$ cat config.mk
export PLATFORM = sky130hd
export DESIGN_NAME = pis_top
export DESIGN_NICKNAME = d
export VERILOG_FILES = /design/src/design/pis_pkg.sv /design/src/design/pis_tick_if.sv /design/src/design/pis_ms_tick.sv /design/src/design/pis_top.sv
export SDC_FILE = /design/constraint.sdc
export NUM_CORES = 1
export LEC_CHECK = 0
export BUFFER_PORTS_ARGS = -buffer_cell sky130_fd_sc_hd__buf_4
export CAP_MARGIN = 20
export CORE_MARGIN = 3
export CORE_UTILIZATION = 55
export CTS_BUF_LIST = sky130_fd_sc_hd__clkbuf_8
export DETAILED_ROUTE_END_ITERATION = 12
export HOLD_SLACK_MARGIN = 0.08
export PLACE_DENSITY = 0.78
export SLEW_MARGIN = 0
export SYNTH_ARGS = -nofsm -noshare
export SYNTH_HDL_FRONTEND = slang
export SYNTH_SLANG_ARGS = --single-unit
$ cat constraint.sdc
create_clock -name clk_in -period 3.49 [get_ports clk_in]
set_input_delay 0.698 -clock clk_in [delete_from_list [all_inputs] [get_ports clk_in]]
set_output_delay 0.698 -clock clk_in [all_outputs]
set_load 0.05 [all_outputs]
$ cat src/design/pis_pkg.sv
// package of register map, field positions, reset values and timing counts
package pis_pkg;
    // register byte offsets on the wishbone bus
    localparam logic [7:0] CTRL_OFS = 8'h00;
    localparam logic [7:0] DIS_OFS = 8'h04;
    localparam logic [7:0] ENA_OFS = 8'h08;
    localparam logic [7:0] SRC_EN_OFS = 8'h0C;
    localparam logic [7:0] LABEL_BASE_OFS = 8'h10;
    localparam logic [7:0] STATUS_OFS = 8'h30;
    localparam logic [7:0] PEND_OFS = 8'h34;
    localparam logic [7:0] IRQ_STAT_OFS = 8'h38;
    localparam logic [7:0] IRQ_MASK_OFS = 8'h3C;
    // source count: six external inputs then the timer
    localparam int NUM_EXT = 6;
    localparam int NUM_SRC = 7;
    localparam int TIMER_IDX = 6;
    // control register fields
    localparam int CTRL_RUN_BIT = 0;
    localparam int CTRL_TMR_CFG_BIT = 1;
    localparam int CTRL_SEL_LSB = 4;
    localparam int SEL_W = 4;
    localparam logic [31:0] CTRL_RST = 32'h0000_0000;
    // status register fields
    localparam int ST_TMR_ACTIVE_BIT = 0;
    localparam int ST_EXEC_ERR_BIT = 1;
    localparam int ST_IN_HANDLER_BIT = 2;
    localparam int ST_DEPTH_LSB = 4;
    // interrupt event bits
    localparam int EV_DISPATCH = 0;
    localparam int EV_EXEC_ERR = 1;
    localparam int EV_RETURN = 2;
    localparam int EV_W = 3;
    // label registers
    localparam int LABEL_W = 16;
    localparam logic [15:0] LABEL_RST = 16'h0000;
    // timer interval: 10 ms steps from 10 ms up to 140 ms
    localparam int TMR_STEP_MS = 10;
    localparam int TMR_MAX_MS = 140;
    localparam logic [SEL_W-1:0] SEL_MAX = 4'hD;
    // subroutine nesting limit inside a handler
    localparam logic [1:0] NEST_MAX = 2'h3;
    // time base: 1 ms at 250 MHz
    localparam int CLK_MHZ = 250;
    localparam int MS_US = 1000;
    localparam int MS_CYCLES = CLK_MHZ * MS_US;
    // dispatch state machine
    typedef enum logic [0:0] {
        PIS_IDLE = 1'b0,
        PIS_HANDLER = 1'b1
    } pis_state_e;
endpackage

$ cat src/design/pis_tick_if.sv
// interface carrying the millisecond time-base enable between modules
`timescale 1ns/1ps
`default_nettype none
interface pis_tick_if;
    logic run; // count only while running
    logic ms_tick; // one-cycle pulse per millisecond
    modport source (input run, output ms_tick);
    modport sink (output run, input ms_tick);
endinterface
`default_nettype wire

$ cat src/design/pis_ms_tick.sv
// divider producing a one-cycle millisecond enable pulse
`timescale 1ns/1ps
`default_nettype none
module pis_ms_tick #(
    parameter int DIV = pis_pkg::MS_CYCLES
) (
    input wire logic clk_in,
    input wire logic rst_in,
    pis_tick_if.source tick
);
    logic [17:0] cnt_q; // cycle counter within one millisecond
    logic [17:0] cnt_d;
    logic tick_q; // registered tick pulse
    logic tick_d;

    // next count; restarts when not running so intervals start fresh
    always_comb begin
        cnt_d = cnt_q;
        tick_d = 1'b0;
        if (!tick.run) begin
            cnt_d = 18'h00000;
        end else if (cnt_q == 18'(DIV - 1)) begin
            cnt_d = 18'h00000;
            tick_d = 1'b1;
        end else begin
            cnt_d = cnt_q + 18'h00001;
        end
    end

    // register the divider
    always_ff @(posedge clk_in) begin
        if (rst_in) begin
            cnt_q <= 18'h00000;
            tick_q <= 1'b0;
        end else begin
            cnt_q <= cnt_d;
            tick_q <= tick_d;
        end
    end

    assign tick.ms_tick = tick_q;
endmodule
`default_nettype wire

$ cat src/design/pis_top.sv
// periodic timer interrupt and handler dispatch unit with wishbone registers
//
// Design decisions made here: the Wishbone interface to the registers and the register offsets.
`timescale 1ns/1ps
`default_nettype none
// Operation
// - timer period selectable 10 to 140 ms
// - in run, timer dispatches to its label
// - label return resumes at interrupted address
// - sources enabled at run; disable/enable instructions
// - timer active flag mirrors timer enable
// - over three nested calls raises error
// - every source has own label register
// - requests wait; one handler at a time
// - external inputs use rising physical edges only
module pis_top #(
    parameter int MS_DIV = pis_pkg::MS_CYCLES
) (
    input wire logic clk_in,
    input wire logic rst_in,
    // wishbone classic slave
    input wire logic wb_cyc_in,
    input wire logic wb_stb_in,
    input wire logic wb_we_in,
    input wire logic [7:0] wb_adr_in,
    input wire logic [3:0] wb_sel_in,
    input wire logic [31:0] wb_dat_in,
    output logic [31:0] wb_dat_out,
    output logic wb_ack_out,
    // execution core side
    input wire logic [pis_pkg::NUM_EXT-1:0] ext_irq_in,
    input wire logic [15:0] pc_in,
    input wire logic call_in,
    input wire logic sub_ret_in,
    input wire logic label_return_in,
    output logic dispatch_out,
    output logic [15:0] dispatch_label_out,
    output logic resume_out,
    output logic [15:0] resume_addr_out,
    output logic err_led_out,
    output logic irq_out
);
    localparam int N = pis_pkg::NUM_SRC;

    pis_tick_if tick_bus ();

    pis_ms_tick #(.DIV(MS_DIV)) u_tick (
        .clk_in(clk_in),
        .rst_in(rst_in),
        .tick(tick_bus.source)
    );

    // register state
    logic [31:0] ctrl_q; // run, timer config enable, interval select
    logic [31:0] ctrl_d;
    logic [N-1:0] en_q; // per-source enable
    logic [N-1:0] en_d;
    logic [15:0] label_q [N]; // per-source handler labels
    logic [15:0] label_d [N];
    logic [pis_pkg::EV_W-1:0] ev_stat_q; // sticky event bits
    logic [pis_pkg::EV_W-1:0] ev_stat_d;
    logic [pis_pkg::EV_W-1:0] ev_mask_q; // event mask
    logic [pis_pkg::EV_W-1:0] ev_mask_d;
    logic err_q; // program execution error flag
    logic err_d;
    logic ack_q; // wishbone acknowledge
    logic ack_d;
    logic [31:0] rdat_q; // read data
    logic [31:0] rdat_d;
    // dispatch state
    pis_pkg::pis_state_e st_q;
    pis_pkg::pis_state_e st_d;
    logic [N-1:0] pend_q; // pending request per source
    logic [N-1:0] pend_d;
    logic [N-1:0] ext_prev_q; // previous input level for edge detection
    logic [15:0] ret_q; // return address captured at dispatch
    logic [15:0] ret_d;
    logic [1:0] depth_q; // subroutine nesting depth in handler
    logic [1:0] depth_d;
    logic [7:0] ms_cnt_q; // elapsed ms in current interval
    logic [7:0] ms_cnt_d;
    logic run_prev_q; // run level one cycle ago
    logic disp_q;
    logic disp_d;
    logic res_q;
    logic res_d;
    logic [15:0] dlab_q;
    logic [15:0] dlab_d;

    // decoded helpers
    logic run;
    logic acc;
    logic wr;
    logic [31:0] wmask;
    logic [pis_pkg::SEL_W-1:0] sel;
    logic [7:0] period_ms;
    logic tmr_go;
    logic tmr_expire;
    logic [N-1:0] req;
    logic [N-1:0] avail;
    logic grant;
    logic [2:0] gidx;
    logic nest_err;

    assign run = ctrl_q[pis_pkg::CTRL_RUN_BIT];
    assign acc = wb_cyc_in && wb_stb_in && !ack_q;
    assign wr = acc && wb_we_in;
    assign wmask = {{8{wb_sel_in[3]}}, {8{wb_sel_in[2]}}, {8{wb_sel_in[1]}}, {8{wb_sel_in[0]}}};
    assign tick_bus.run = tmr_go;

    // interval select clamps to the top step
    always_comb begin
        sel = ctrl_q[pis_pkg::CTRL_SEL_LSB +: pis_pkg::SEL_W];
        if (sel > pis_pkg::SEL_MAX) begin
            sel = pis_pkg::SEL_MAX;
        end
        period_ms = 8'(({4'h0, sel} + 8'h01) * 8'(pis_pkg::TMR_STEP_MS));
    end

    // timer runs only while running with both the setting and source enabled
    assign tmr_go = run && ctrl_q[pis_pkg::CTRL_TMR_CFG_BIT] && en_q[pis_pkg::TIMER_IDX];
    assign tmr_expire = tmr_go && tick_bus.ms_tick && (ms_cnt_q == period_ms - 8'h01);

    // raw requests: rising physical edges and timer expiry
    always_comb begin
        req = '0;
        req[pis_pkg::NUM_EXT-1:0] = ext_irq_in & ~ext_prev_q[pis_pkg::NUM_EXT-1:0];
        req[pis_pkg::TIMER_IDX] = tmr_expire;
    end

    // lowest index enabled pending source wins
    always_comb begin
        avail = pend_q & en_q;
        grant = 1'b0;
        gidx = 3'h0;
        for (int i = N - 1; i >= 0; i--) begin
            if (avail[i]) begin
                grant = 1'b1;
                gidx = 3'(i);
            end
        end
    end

    assign nest_err = (st_q == pis_pkg::PIS_HANDLER) && call_in && (depth_q == pis_pkg::NEST_MAX);

    // millisecond interval counter
    always_comb begin
        ms_cnt_d = ms_cnt_q;
        if (!tmr_go) begin
            ms_cnt_d = 8'h00;
        end else if (tick_bus.ms_tick) begin
            ms_cnt_d = tmr_expire ? 8'h00 : ms_cnt_q + 8'h01;
        end
    end

    // dispatch state machine, pending flags and nesting depth
    always_comb begin
        st_d = st_q;
        pend_d = pend_q;
        ret_d = ret_q;
        depth_d = depth_q;
        disp_d = 1'b0;
        res_d = 1'b0;
        dlab_d = dlab_q;
        if (!run) begin
            st_d = pis_pkg::PIS_IDLE;
            pend_d = '0;
            depth_d = 2'h0;
        end else begin
            case (st_q)
                pis_pkg::PIS_IDLE: begin
                    if (grant) begin
                        st_d = pis_pkg::PIS_HANDLER;
                        pend_d[gidx] = 1'b0;
                        ret_d = pc_in;
                        dlab_d = label_q[gidx];
                        disp_d = 1'b1;
                        depth_d = 2'h0;
                    end
                end
                pis_pkg::PIS_HANDLER: begin
                    // requests wait here until the handler returns
                    if (label_return_in) begin
                        st_d = pis_pkg::PIS_IDLE;
                        res_d = 1'b1;
                        depth_d = 2'h0;
                    end else if (call_in && depth_q != pis_pkg::NEST_MAX) begin
                        depth_d = depth_q + 2'h1;
                    end else if (sub_ret_in && depth_q != 2'h0) begin
                        depth_d = depth_q - 2'h1;
                    end
                end
                default: begin
                    st_d = pis_pkg::PIS_IDLE;
                end
            endcase
            // new requests set after the dispatch clear, so they win; repeats collapse
            pend_d = pend_d | (req & en_q);
        end
    end

    // register file next values and wishbone access
    always_comb begin
        ctrl_d = ctrl_q;
        en_d = en_q;
        label_d = label_q;
        ev_mask_d = ev_mask_q;
        ev_stat_d = ev_stat_q;
        err_d = err_q;
        ack_d = acc;
        rdat_d = rdat_q;
        // sources come back enabled whenever run starts
        if (run && !run_prev_q) begin
            en_d = '1;
        end
        if (wr) begin
            case (wb_adr_in)
                pis_pkg::CTRL_OFS: ctrl_d = (ctrl_q & ~wmask) | (wb_dat_in & wmask);
                pis_pkg::DIS_OFS: en_d = en_d & ~(wb_dat_in[N-1:0] & wmask[N-1:0]);
                pis_pkg::ENA_OFS: en_d = en_d | (wb_dat_in[N-1:0] & wmask[N-1:0]);
                pis_pkg::STATUS_OFS: begin
                    if (wb_sel_in[0] && wb_dat_in[pis_pkg::ST_EXEC_ERR_BIT]) begin
                        err_d = 1'b0;
                    end
                end
                pis_pkg::IRQ_STAT_OFS: begin
                    if (wb_sel_in[0]) begin
                        ev_stat_d = ev_stat_q & ~wb_dat_in[pis_pkg::EV_W-1:0];
                    end
                end
                pis_pkg::IRQ_MASK_OFS: begin
                    if (wb_sel_in[0]) begin
                        ev_mask_d = wb_dat_in[pis_pkg::EV_W-1:0];
                    end
                end
                default: begin
                    // label registers; other addresses ignore writes
                    for (int i = 0; i < N; i++) begin
                        if (wb_adr_in == pis_pkg::LABEL_BASE_OFS + 8'(4 * i)) begin
                            label_d[i] = (label_q[i] & ~wmask[15:0])
                                | (wb_dat_in[15:0] & wmask[15:0]);
                        end
                    end
                end
            endcase
        end
        // hardware sets win over software clears
        if (nest_err) begin
            err_d = 1'b1;
        end
        ev_stat_d[pis_pkg::EV_DISPATCH] = ev_stat_d[pis_pkg::EV_DISPATCH] | disp_d;
        ev_stat_d[pis_pkg::EV_EXEC_ERR] = ev_stat_d[pis_pkg::EV_EXEC_ERR] | nest_err;
        ev_stat_d[pis_pkg::EV_RETURN] = ev_stat_d[pis_pkg::EV_RETURN] | res_d;
        // read mux
        if (acc && !wb_we_in) begin
            rdat_d = 32'h0000_0000;
            case (wb_adr_in)
                pis_pkg::CTRL_OFS: rdat_d = ctrl_q;
                pis_pkg::SRC_EN_OFS: rdat_d[N-1:0] = en_q;
                pis_pkg::STATUS_OFS: begin
                    rdat_d[pis_pkg::ST_TMR_ACTIVE_BIT] = en_q[pis_pkg::TIMER_IDX];
                    rdat_d[pis_pkg::ST_EXEC_ERR_BIT] = err_q;
                    rdat_d[pis_pkg::ST_IN_HANDLER_BIT] = (st_q == pis_pkg::PIS_HANDLER);
                    rdat_d[pis_pkg::ST_DEPTH_LSB +: 2] = depth_q;
                end
                pis_pkg::PEND_OFS: rdat_d[N-1:0] = pend_q;
                pis_pkg::IRQ_STAT_OFS: rdat_d[pis_pkg::EV_W-1:0] = ev_stat_q;
                pis_pkg::IRQ_MASK_OFS: rdat_d[pis_pkg::EV_W-1:0] = ev_mask_q;
                default: begin
                    for (int i = 0; i < N; i++) begin
                        if (wb_adr_in == pis_pkg::LABEL_BASE_OFS + 8'(4 * i)) begin
                            rdat_d[15:0] = label_q[i];
                        end
                    end
                end
            endcase
        end
    end

    // register all state
    always_ff @(posedge clk_in) begin
        if (rst_in) begin
            ctrl_q <= pis_pkg::CTRL_RST;
            en_q <= '1;
            for (int i = 0; i < N; i++) begin
                label_q[i] <= pis_pkg::LABEL_RST;
            end
            ev_stat_q <= '0;
            ev_mask_q <= '0;
            err_q <= 1'b0;
            ack_q <= 1'b0;
            rdat_q <= 32'h0000_0000;
            st_q <= pis_pkg::PIS_IDLE;
            pend_q <= '0;
            ext_prev_q <= '0;
            ret_q <= 16'h0000;
            depth_q <= 2'h0;
            ms_cnt_q <= 8'h00;
            run_prev_q <= 1'b0;
            disp_q <= 1'b0;
            res_q <= 1'b0;
            dlab_q <= 16'h0000;
        end else begin
            ctrl_q <= ctrl_d;
            en_q <= en_d;
            label_q <= label_d;
            ev_stat_q <= ev_stat_d;
            ev_mask_q <= ev_mask_d;
            err_q <= err_d;
            ack_q <= ack_d;
            rdat_q <= rdat_d;
            st_q <= st_d;
            pend_q <= pend_d;
            ext_prev_q <= {1'b0, ext_irq_in};
            ret_q <= ret_d;
            depth_q <= depth_d;
            ms_cnt_q <= ms_cnt_d;
            run_prev_q <= run;
            disp_q <= disp_d;
            res_q <= res_d;
            dlab_q <= dlab_d;
        end
    end

    // outputs
    assign wb_ack_out = ack_q;
    assign wb_dat_out = rdat_q;
    assign dispatch_out = disp_q;
    assign dispatch_label_out = dlab_q;
    assign resume_out = res_q;
    assign resume_addr_out = ret_q;
    assign err_led_out = err_q;
    assign irq_out = |(ev_stat_q & ev_mask_q);
endmodule
`default_nettype wire

* Word level (Yosys, flattened, before mapping)
Cells that the tools add are included.
** Word-level totals
- Input bits :: 74
- Flip-flop bits (word level) :: 269
- Output and inout port bits :: 69
** Cells by class
- Reductions and logical operators :: 43
- Eq/ne operators :: 20
- Muxes and demuxes :: 61
- $mul :: 1
- Bitwise gates (word level) :: 42
- $lt $le $gt $ge :: 4
- Add/sub/neg operators :: 6
** Operators with widths (number)
- $mux W16 :: 10
- $and A16 B16 Y16 :: 8
- $or A16 B16 Y16 :: 7
- $and A32 B32 Y32 :: 2
- $eq A8 B6 Y1 const B :: 7
- $bmux W16 S3 :: 1
- $and A7 B7 Y7 :: 5
- $mux W7 :: 5
- $eq A8 B5 Y1 const B :: 4
- $not A32 Y32 :: 1
- $or A32 B32 Y32 :: 1
- $mux W3 :: 10
- $reduce_and A3 Y1 :: 10
- $mux W1 :: 20
- $add A18 B1 Y18 const B :: 1
- $eq A18 B18 Y1 const B :: 1
- $pmux W3 S6 :: 1
- $pmux W9 S2 :: 1
- $eq A8 B4 Y1 const B :: 2
- $not A16 Y16 :: 1
- $logic_and A1 B1 Y1 :: 15
- $not A7 Y7 :: 2
- $or A7 B7 Y7 :: 2
- $pmux W7 S2 :: 1
- 38 further kinds :: 59

* Depth between registers and ports, before layout
Gate-level depths: netlist (run 1).
- Depth in word-level cells :: 18
- Gate-level depth with buffers :: 15
- Mapped depth without buffers :: 13

* Modules after synthesis
From an unflattened synthesis (run 1), not the netlist that was laid out.
** Second synthesis, totals
- Cell total of the unflattened synthesis :: 1561
- Area total of the unflattened synthesis :: 12841.1 um2
** By module, submodules not included
- pis_top :: instances 1, area an instance 11984.0 um2, cells an instance 1465
- pis_ms_tick :: instances 1, area an instance 857.1 um2, cells an instance 96

* Least setup slack after synthesis (run 1)
OpenSTA, ideal clock, no wires.
- Path kind :: reg-to-reg
- Start point :: register with a tool-made name
- End point :: register pend_q[6]
- Path slack :: 0.181 ns
- Cell stages (with the launch flop) :: 15
- Clock period less this slack :: 3.309 ns
- Setup time :: 0.115 ns
- Data arrival time :: 3.195 ns
- Required time :: 3.375 ns
- Path through :: dfxtp_1 buf_2 a31oi_1 inv_1 ha_1 ha_1 ha_1 inv_1 fa_1 nand2b_1 or4_1 xnor2_1 and4b_1 buf_2 o21a_1
** RTL lines
- end signal, assigned :: RTL line pis_top.sv:313 : pend_q <= pend_d;
- end, declared :: RTL line pis_top.sv:73 : logic [N-1:0] pend_q;

==> results.json, run 1 <==
{
  "instances_no_fill": 1974,
  "cts.clk_slew.worst_paths_ns": 0.06,
  "die_x_um": 160,
  "rr_endpoint": "ms_cnt_q[6]",
  "hold_path_class": "in -> reg",
  "power_frac_clock": 0.458,
  "synthArstFlopShare": 0,
  "synth_ff_type": "dfxtp_1",
  "cts_tree": "built",
  "finalClockSkew_ns": 0.0294,
  "cap_viol_max_count": 0,
  "wl_met1_um": 16500,
  "port_buffers": 142,
  "drc": 0,
  "via_per_inst": 6.36,
  "status": "finished clean",
  "synth_mux_area_frac": 0.0992,
  "diodes": 0,
  "grt_pass1_wl_um": 64600,
  "vias": 12600,
  "place.gp.congestion": 0.911,
  "routed.top_layer": "met5",
  "ys.warnings.count": 0,
  "fillers": 1952,
  "worstMarginPinSlew_ns": 0.878,
  "holdBufCountCts": 0,
  "dp_slack_ns": 0.116,
  "powerDensity_nw_per_um2": 414,
  "cp.arrival_ns": 3.77,
  "grt_max_degree": 87,
  "avgSynthCellArea_um2": 8.46,
  "slew_viol_final": 0,
  "irDropWorstVdd_v": 0.000239,
  "drive_above_1_share": 0.182,
  "synth_top_family_by_area": "simple AND/OR/NAND/NOR gates",
  "antenna_found_initial": 1,
  "synth_area_leader_cell": "dfxtp_1",
  "nets": 1711,
  "grt_setup_unrepaired": "no",
  "dp_cells": 1896,
  "synth-xor-area-share": 0.0213,
  "hpwl_um": 27500,
  "synth_fa_ha_area_frac": 0.00828,
  "path_class": "reg -> reg",
  "pwr-share-comb": 0.053,
  "overflow": 0,
  "setup_tns_ns": 0,
  "period_share": 0.946,
  "routed-wl-met2_um": 17700,
  "clk-insertion-delay-late_ns": 0.57,
  "cp_max_fo": 9,
  "htreeDepth": 2,
  "synth_compound_area_frac": 0.204,
  "setup_violations": 0,
  "syn-instance-count": 1536,
  "p_sw_mw": 1.50,
  "min_path_cells": 2,
  "wirelength_um": 41000,
  "yosys.cell_types.count": 65,
  "rows": 55,
  "max_freq_mhz": 303,
  "initial_core_util": 0.567,
  "ios": 143,
  "hp-start": "ext_irq_in[4]",
  "switching_share": 0.239,
  "ys_ff_latch": 269,
  "start_kind": "register",
  "syn_to_final_growth_pct": 17.2,
  "maxSlewHeadroom": 0.415,
  "end_kind": "register",
  "layout_setup_ws_ns": 0.188,
  "rrSetupSlack_ns": 0.19,
  "ant_nets": 0,
  "period_needed_ns": 3.30,
  "synth_top_area_frac": 0.414,
  "cts_buffer_depth": 3,
  "route.met3.wl_um": 4640,
  "clock-sinks": 269,
  "root_buffer": "clkbuf_8",
  "power_leakage_nw": 6.17,
  "die_h_um": 160,
  "core_um2": 22900,
  "cts_resized": 0,
  "p_int_mw": 4.80,
  "reg2reg_depth": 13,
  "seqPwrFrac": 0.490,
  "hold_viol_final": 0,
  "track_usage": 0.310,
  "wl_per_cell_um": 20.8,
  "post-cts-setup-buffers": 0,
  "seq_area_frac_synth": 0.414,
  "drtIter0Drc": 1834,
  "synth-simple-area-share": 0.205,
  "holdPathEnd": "ext_prev_q[4]",
  "dr.pass1.iters": 6,
  "synth-edff-count": 0,
  "die_area_um2": 25500,
  "syn_area_um2": 13000,
  "netlist_top_cells_area": "dfxtp_1 (41%), mux2i_1 (6.5%), nand2_1 (5.7%)",
  "cts_inserted_buffers": 44,
  "grt_pass1_vias": 12000,
  "worstPathRequired_ns": 3.95,
  "synth_nets": 1618
}
metrics by stage:
step | util | hold WS, ns | area (um^2) | total power [mW]
after floorplan | - | 0.430 | 13000 | 3.33
after global placement | 0.624 | 0.442 | 14300 | 3.47
after detailed placement | 0.624 | 0.448 | 14300 | 3.47
after CTS | 0.665 | 0.347 | 15200 | 6.33
after global routing | 0.665 | 0.366 | 15200 | 6.49
final | 0.665 | 0.365 | 15200 | 6.30
cell usage after synthesis (all sizes together) (5+ instances only):
cell	number
dfxtp	269
nand2	198
nor2	160
a21oi	124
nand3	106
clkbuf	103
mux2i	85
a22o	43
buf	37
a22oi	35
o21ai	35
and3	26
a311oi	22
o211ai	21
o22ai	19
xor2	18
o221ai	17
a32oi	15
nand4	15
a31oi	14
inv	14
mux4	14
nand3b	13
nor3	12
mux2	11
xnor2	11
nor2b	9
a21o	7
a31o	7
ha	7
nand2b	7
o2bb2ai	7
o21a	6
nor4	5
nor4b	5
power groups by stage:
stage	clock network [mW]	registers (mW)	logic (mW)
finish	2.88	3.08	0.334
detailed placement	0	3.15	0.321
global route	3.06	3.08	0.349
floorplan	0	3.17	0.162
CTS	2.92	3.08	0.322
global placement	0	3.15	0.319
area by class of cell:
type	count	area (um^2)	share of cell area
Tap cell	313	392	0.0257
Clock buffer	60	826	0.0542
Inverter	14	52.6	0.00345
Timing Repair Buffer	187	1420	0.0932
Clock inverter	18	110	0.00723
Sequential cell	269	5390	0.354
Multi-Input combinational cell	1113	7050	0.463
cells in the final DEF (no fill, tap or decap), drive strengths merged, types with 5 or more instances in the layout:
master	synthesis	final
a31o	7	7
a31oi	14	14
buf	37	187
dfxtp	269	269
a311oi	22	22
a22o	43	43
nand4	15	15
o21a	6	6
nand2b	7	7
nor4b	5	5
o211ai	21	21
a21o	7	7
a22oi	35	35
nor4	5	5
o221ai	17	17
nand2	198	198
o22ai	19	19
mux2	11	11
xnor2	11	11
xor2	18	18
mux2i	85	85
nor2b	9	9
mux4	14	14
a32oi	15	15
o21ai	35	35
nor2	160	160
clkinv	0	7
clkbuf	103	60
ha	7	7
a21oi	124	124
inv	14	22
and3	26	26
o2bb2ai	7	7
nand3	106	106
nand3b	13	13
nor3	12	12
how the worst max path moves through the flow:
stage	start	endpoint	slack [ns]	cells after the start
finish	register	ms_cnt_q[6]	0.19	13
global route	register	ms_cnt_q[5]	0.04	13
CTS	register	ms_cnt_q[1]	0.02	12
detailed placement	register	ms_cnt_q[1]	0.12	11
global placement	register	ms_cnt_q[1]	0.22	11
floorplan	register	pend_q[6]	0.18	14
worst max-delay path, cell delays in order, from the launching register on:
cell	delay (ns)
dfxtp_1	0.39
a31oi_1	0.24
inv_1	0.07
ha_1	0.22
xor2_1	0.24
ha_1	0.23
ha_1	0.15
inv_1	0.05
fa_1	0.52
nand2b_1	0.06
or4_1	0.41
xnor2_1	0.14
and4b_2	0.27
nor3_1	0.23
logic make-up after synthesis:
logic type                 Yosys count
and+or+nand+nor                    575
AOI/OAI and AO/OA                  390
DFF                                269
buffers and inverters              154
muxes                              110
xor gates and xnor gates            30
adders and majority gates            8
metal layers:
metal  vias to the layer above  GRT usage
li1                       5767          -
met1                      5848      0.410
met2                       775      0.468
met3                       169     0.0843
met4                         2      0.157
met5                         -          0
Power figures use the tool's default switching activity.
==> run 2: changes to the inputs <==
--- a/config.mk
+++ b/config.mk
@@ -8,11 +8,11 @@
 export BUFFER_PORTS_ARGS = -buffer_cell sky130_fd_sc_hd__buf_4
 export CAP_MARGIN = 20
 export CORE_MARGIN = 3
-export CORE_UTILIZATION = 55
+export CORE_UTILIZATION = 30
 export CTS_BUF_LIST = sky130_fd_sc_hd__clkbuf_8
 export DETAILED_ROUTE_END_ITERATION = 12
 export HOLD_SLACK_MARGIN = 0.08
-export PLACE_DENSITY = 0.78
+export PLACE_DENSITY = 0.47
 export SLEW_MARGIN = 0
 export SYNTH_ARGS = -nofsm -noshare
 export SYNTH_HDL_FRONTEND = slang
==> results.json, run 2 (synthesis gave the netlist of run 1 again) <==
{
  "status": "finished clean",
  "drtIter0Drc": 1247,
  "die_h_um": 214,
  "finalClockSkew_ns": 0.0239,
  "finalPower_mw": 6.86,
  "overflow": 0,
  "ant_nets": 0,
  "worstMarginPinSlew_ns": 0.779,
  "fin_util": 0.374,
  "mostFrequentLayoutCells": "dfxtp_1 (269), nand2_1 (198), buf_4 (198)",
  "grt_pass1_wl_um": 75100,
  "cp_common_cell": "ha_1",
  "ios": 143,
  "period_needed_ns": 3.22,
  "irDropWorstVdd_v": 0.000245,
  "post-cts-setup-buffers": 0,
  "drive_above_1_share": 0.193,
  "grt_max_degree": 67,
  "cp_num_buf_inv": 2,
  "start_kind": "register",
  "path_class": "reg -> reg",
  "end_kind": "register",
  "die_x_um": 214,
  "setup_tns_ns": 0,
  "slew_viol_final": 0,
  "period_share": 0.924,
  "wirelength_um": 49300,
  "port_buffers": 142,
  "setup_violations": 0,
  "cts_tree": "built",
  "layout_setup_ws_ns": 0.266,
  "htreeDepth": 2,
  "dr.pass1.iters": 5,
  "syn_to_final_growth_pct": 22.2,
  "vias": 12300,
  "track_usage": 0.208,
  "die_area_um2": 45900,
  "final_common_cell": "dfxtp_1",
  "grt_setup_unrepaired": "no",
  "cp.arrival_ns": 3.72,
  "grt_pass1_vias": 12100,
  "nets": 1731,
  "cp_slowest_cell": "fa_1",
  "power_leakage_nw": 6.37,
  "cap_viol_max_count": 0,
  "antenna_found_initial": 0,
  "maxSlewHeadroom": 0.479,
  "holdBufCountCts": 0,
  "rows": 75,
  "critical-path-top-delay-family": "adder cells",
  "dp_slack_ns": 0.146,
  "cp_max_fo": 8,
  "max_freq_mhz": 310,
  "diodes": 0,
  "drc": 0,
  "place.gp.congestion": 0.807,
  "crit_chain": "a31oi_1, inv_1, ha_1, ha_1, ha_1, inv_1, fa_1, nand2b_1, or4_1, xnor2_1, and4b_2, o22ai_1",
  "wl_per_cell_um": 21.7,
  "root_buffer": "clkbuf_8",
  "via_per_inst": 5.43,
  "powerDensity_nw_per_um2": 432,
  "clk-insertion-delay-late_ns": 0.63,
  "hold_viol_final": 0,
  "worstPathRequired_ns": 3.98,
  "initial_core_util": 0.306,
  "hold_path_class": "in -> reg",
  "cts_buffer_depth": 3,
  "slowest_delay_ns": 0.51,
  "clock-sinks": 269,
  "cts.clk_slew.worst_paths_ns": 0.06,
  "cts_inserted_buffers": 50,
  "hpwl_um": 33000,
  "core_um2": 42400
}
## run 2: cell count changes in the layout (fill, tap and decap cells not counted), sizes merged
cell	previous run	this run
clkbuf	60	71
buf	187	200
inv	22	28
clkinvlp	2	0
bufinv	1	3
## run 2: worst paths after layout
path	startpoint	endpoint	slack, ns	depth (start not counted)
max	register	ms_cnt_q[1]	0.27	12
min	ext_irq_in[5]	ext_prev_q[5]	0.32	2
max reg2reg	register	ms_cnt_q[1]	0.27	12
min reg2reg	register	register	0.45	2
## run 2: through the flow
| step | cell area [um^2] | hold WS (ns) | cells |
|---|---|---|---|
| 2_1_floorplan | 13000 | 0.430 | 1536 |
| 3_3_place_gp | 14700 | 0.442 | 2172 |
| 3_5_place_dp | 14700 | 0.446 | 2173 |
| 4_1_cts | 15900 | 0.274 | 2267 |
| 5_1_grt | 15900 | 0.304 | 2268 |
| 6_report | 15900 | 0.319 | 2268 |
## run 2: where the power goes
group | internal [mW] | leakage [nW] | total (mW) | switching [mW]
Clock | 2.00 | 0.648 | 3.42 | 1.42
Combinational | 0.117 | 3.56 | 0.352 | 0.235
Sequential | 3.08 | 2.17 | 3.09 | 0.00572
## run 2: area by class of cell
class	count	area (um^2)
inverters	14	52.6
clock buffers	70	963
repair buffers	201	1530
fillers	4396	26500
multi-input cells	1113	7050
flip-flops and latches	269	5390
well taps	577	722
clock inverters	24	178
## run 2: worst reg2reg max path: stages, from the launching register on
cell and delay [ns]:
dfxtp_1 0.36, a31oi_1 0.23, inv_1 0.06, ha_1 0.35, ha_1 0.31, ha_1 0.16
inv_1 0.05, fa_1 0.51, nand2b_1 0.06, or4_1 0.41, xnor2_1 0.13, and4b_2 0.35
o22ai_1 0.12
## run 2: layer usage
metal  wire length [um]  part of all wire  up-vias  global-route usage
li1                   -                 -     5816                   -
met1              22400              0.45     5942               0.287
met2              21600              0.44      444               0.318
met3               3310             0.067      106              0.0411
met4               1940             0.039        0              0.0892
met5                  0                 0        -                   0
## run 2: what timing repair did
item	4_1_cts	5_1_grt
setup endpoints to repair	0	8
gates resized for setup	0	2
endpoints found under the hold margin	0	0
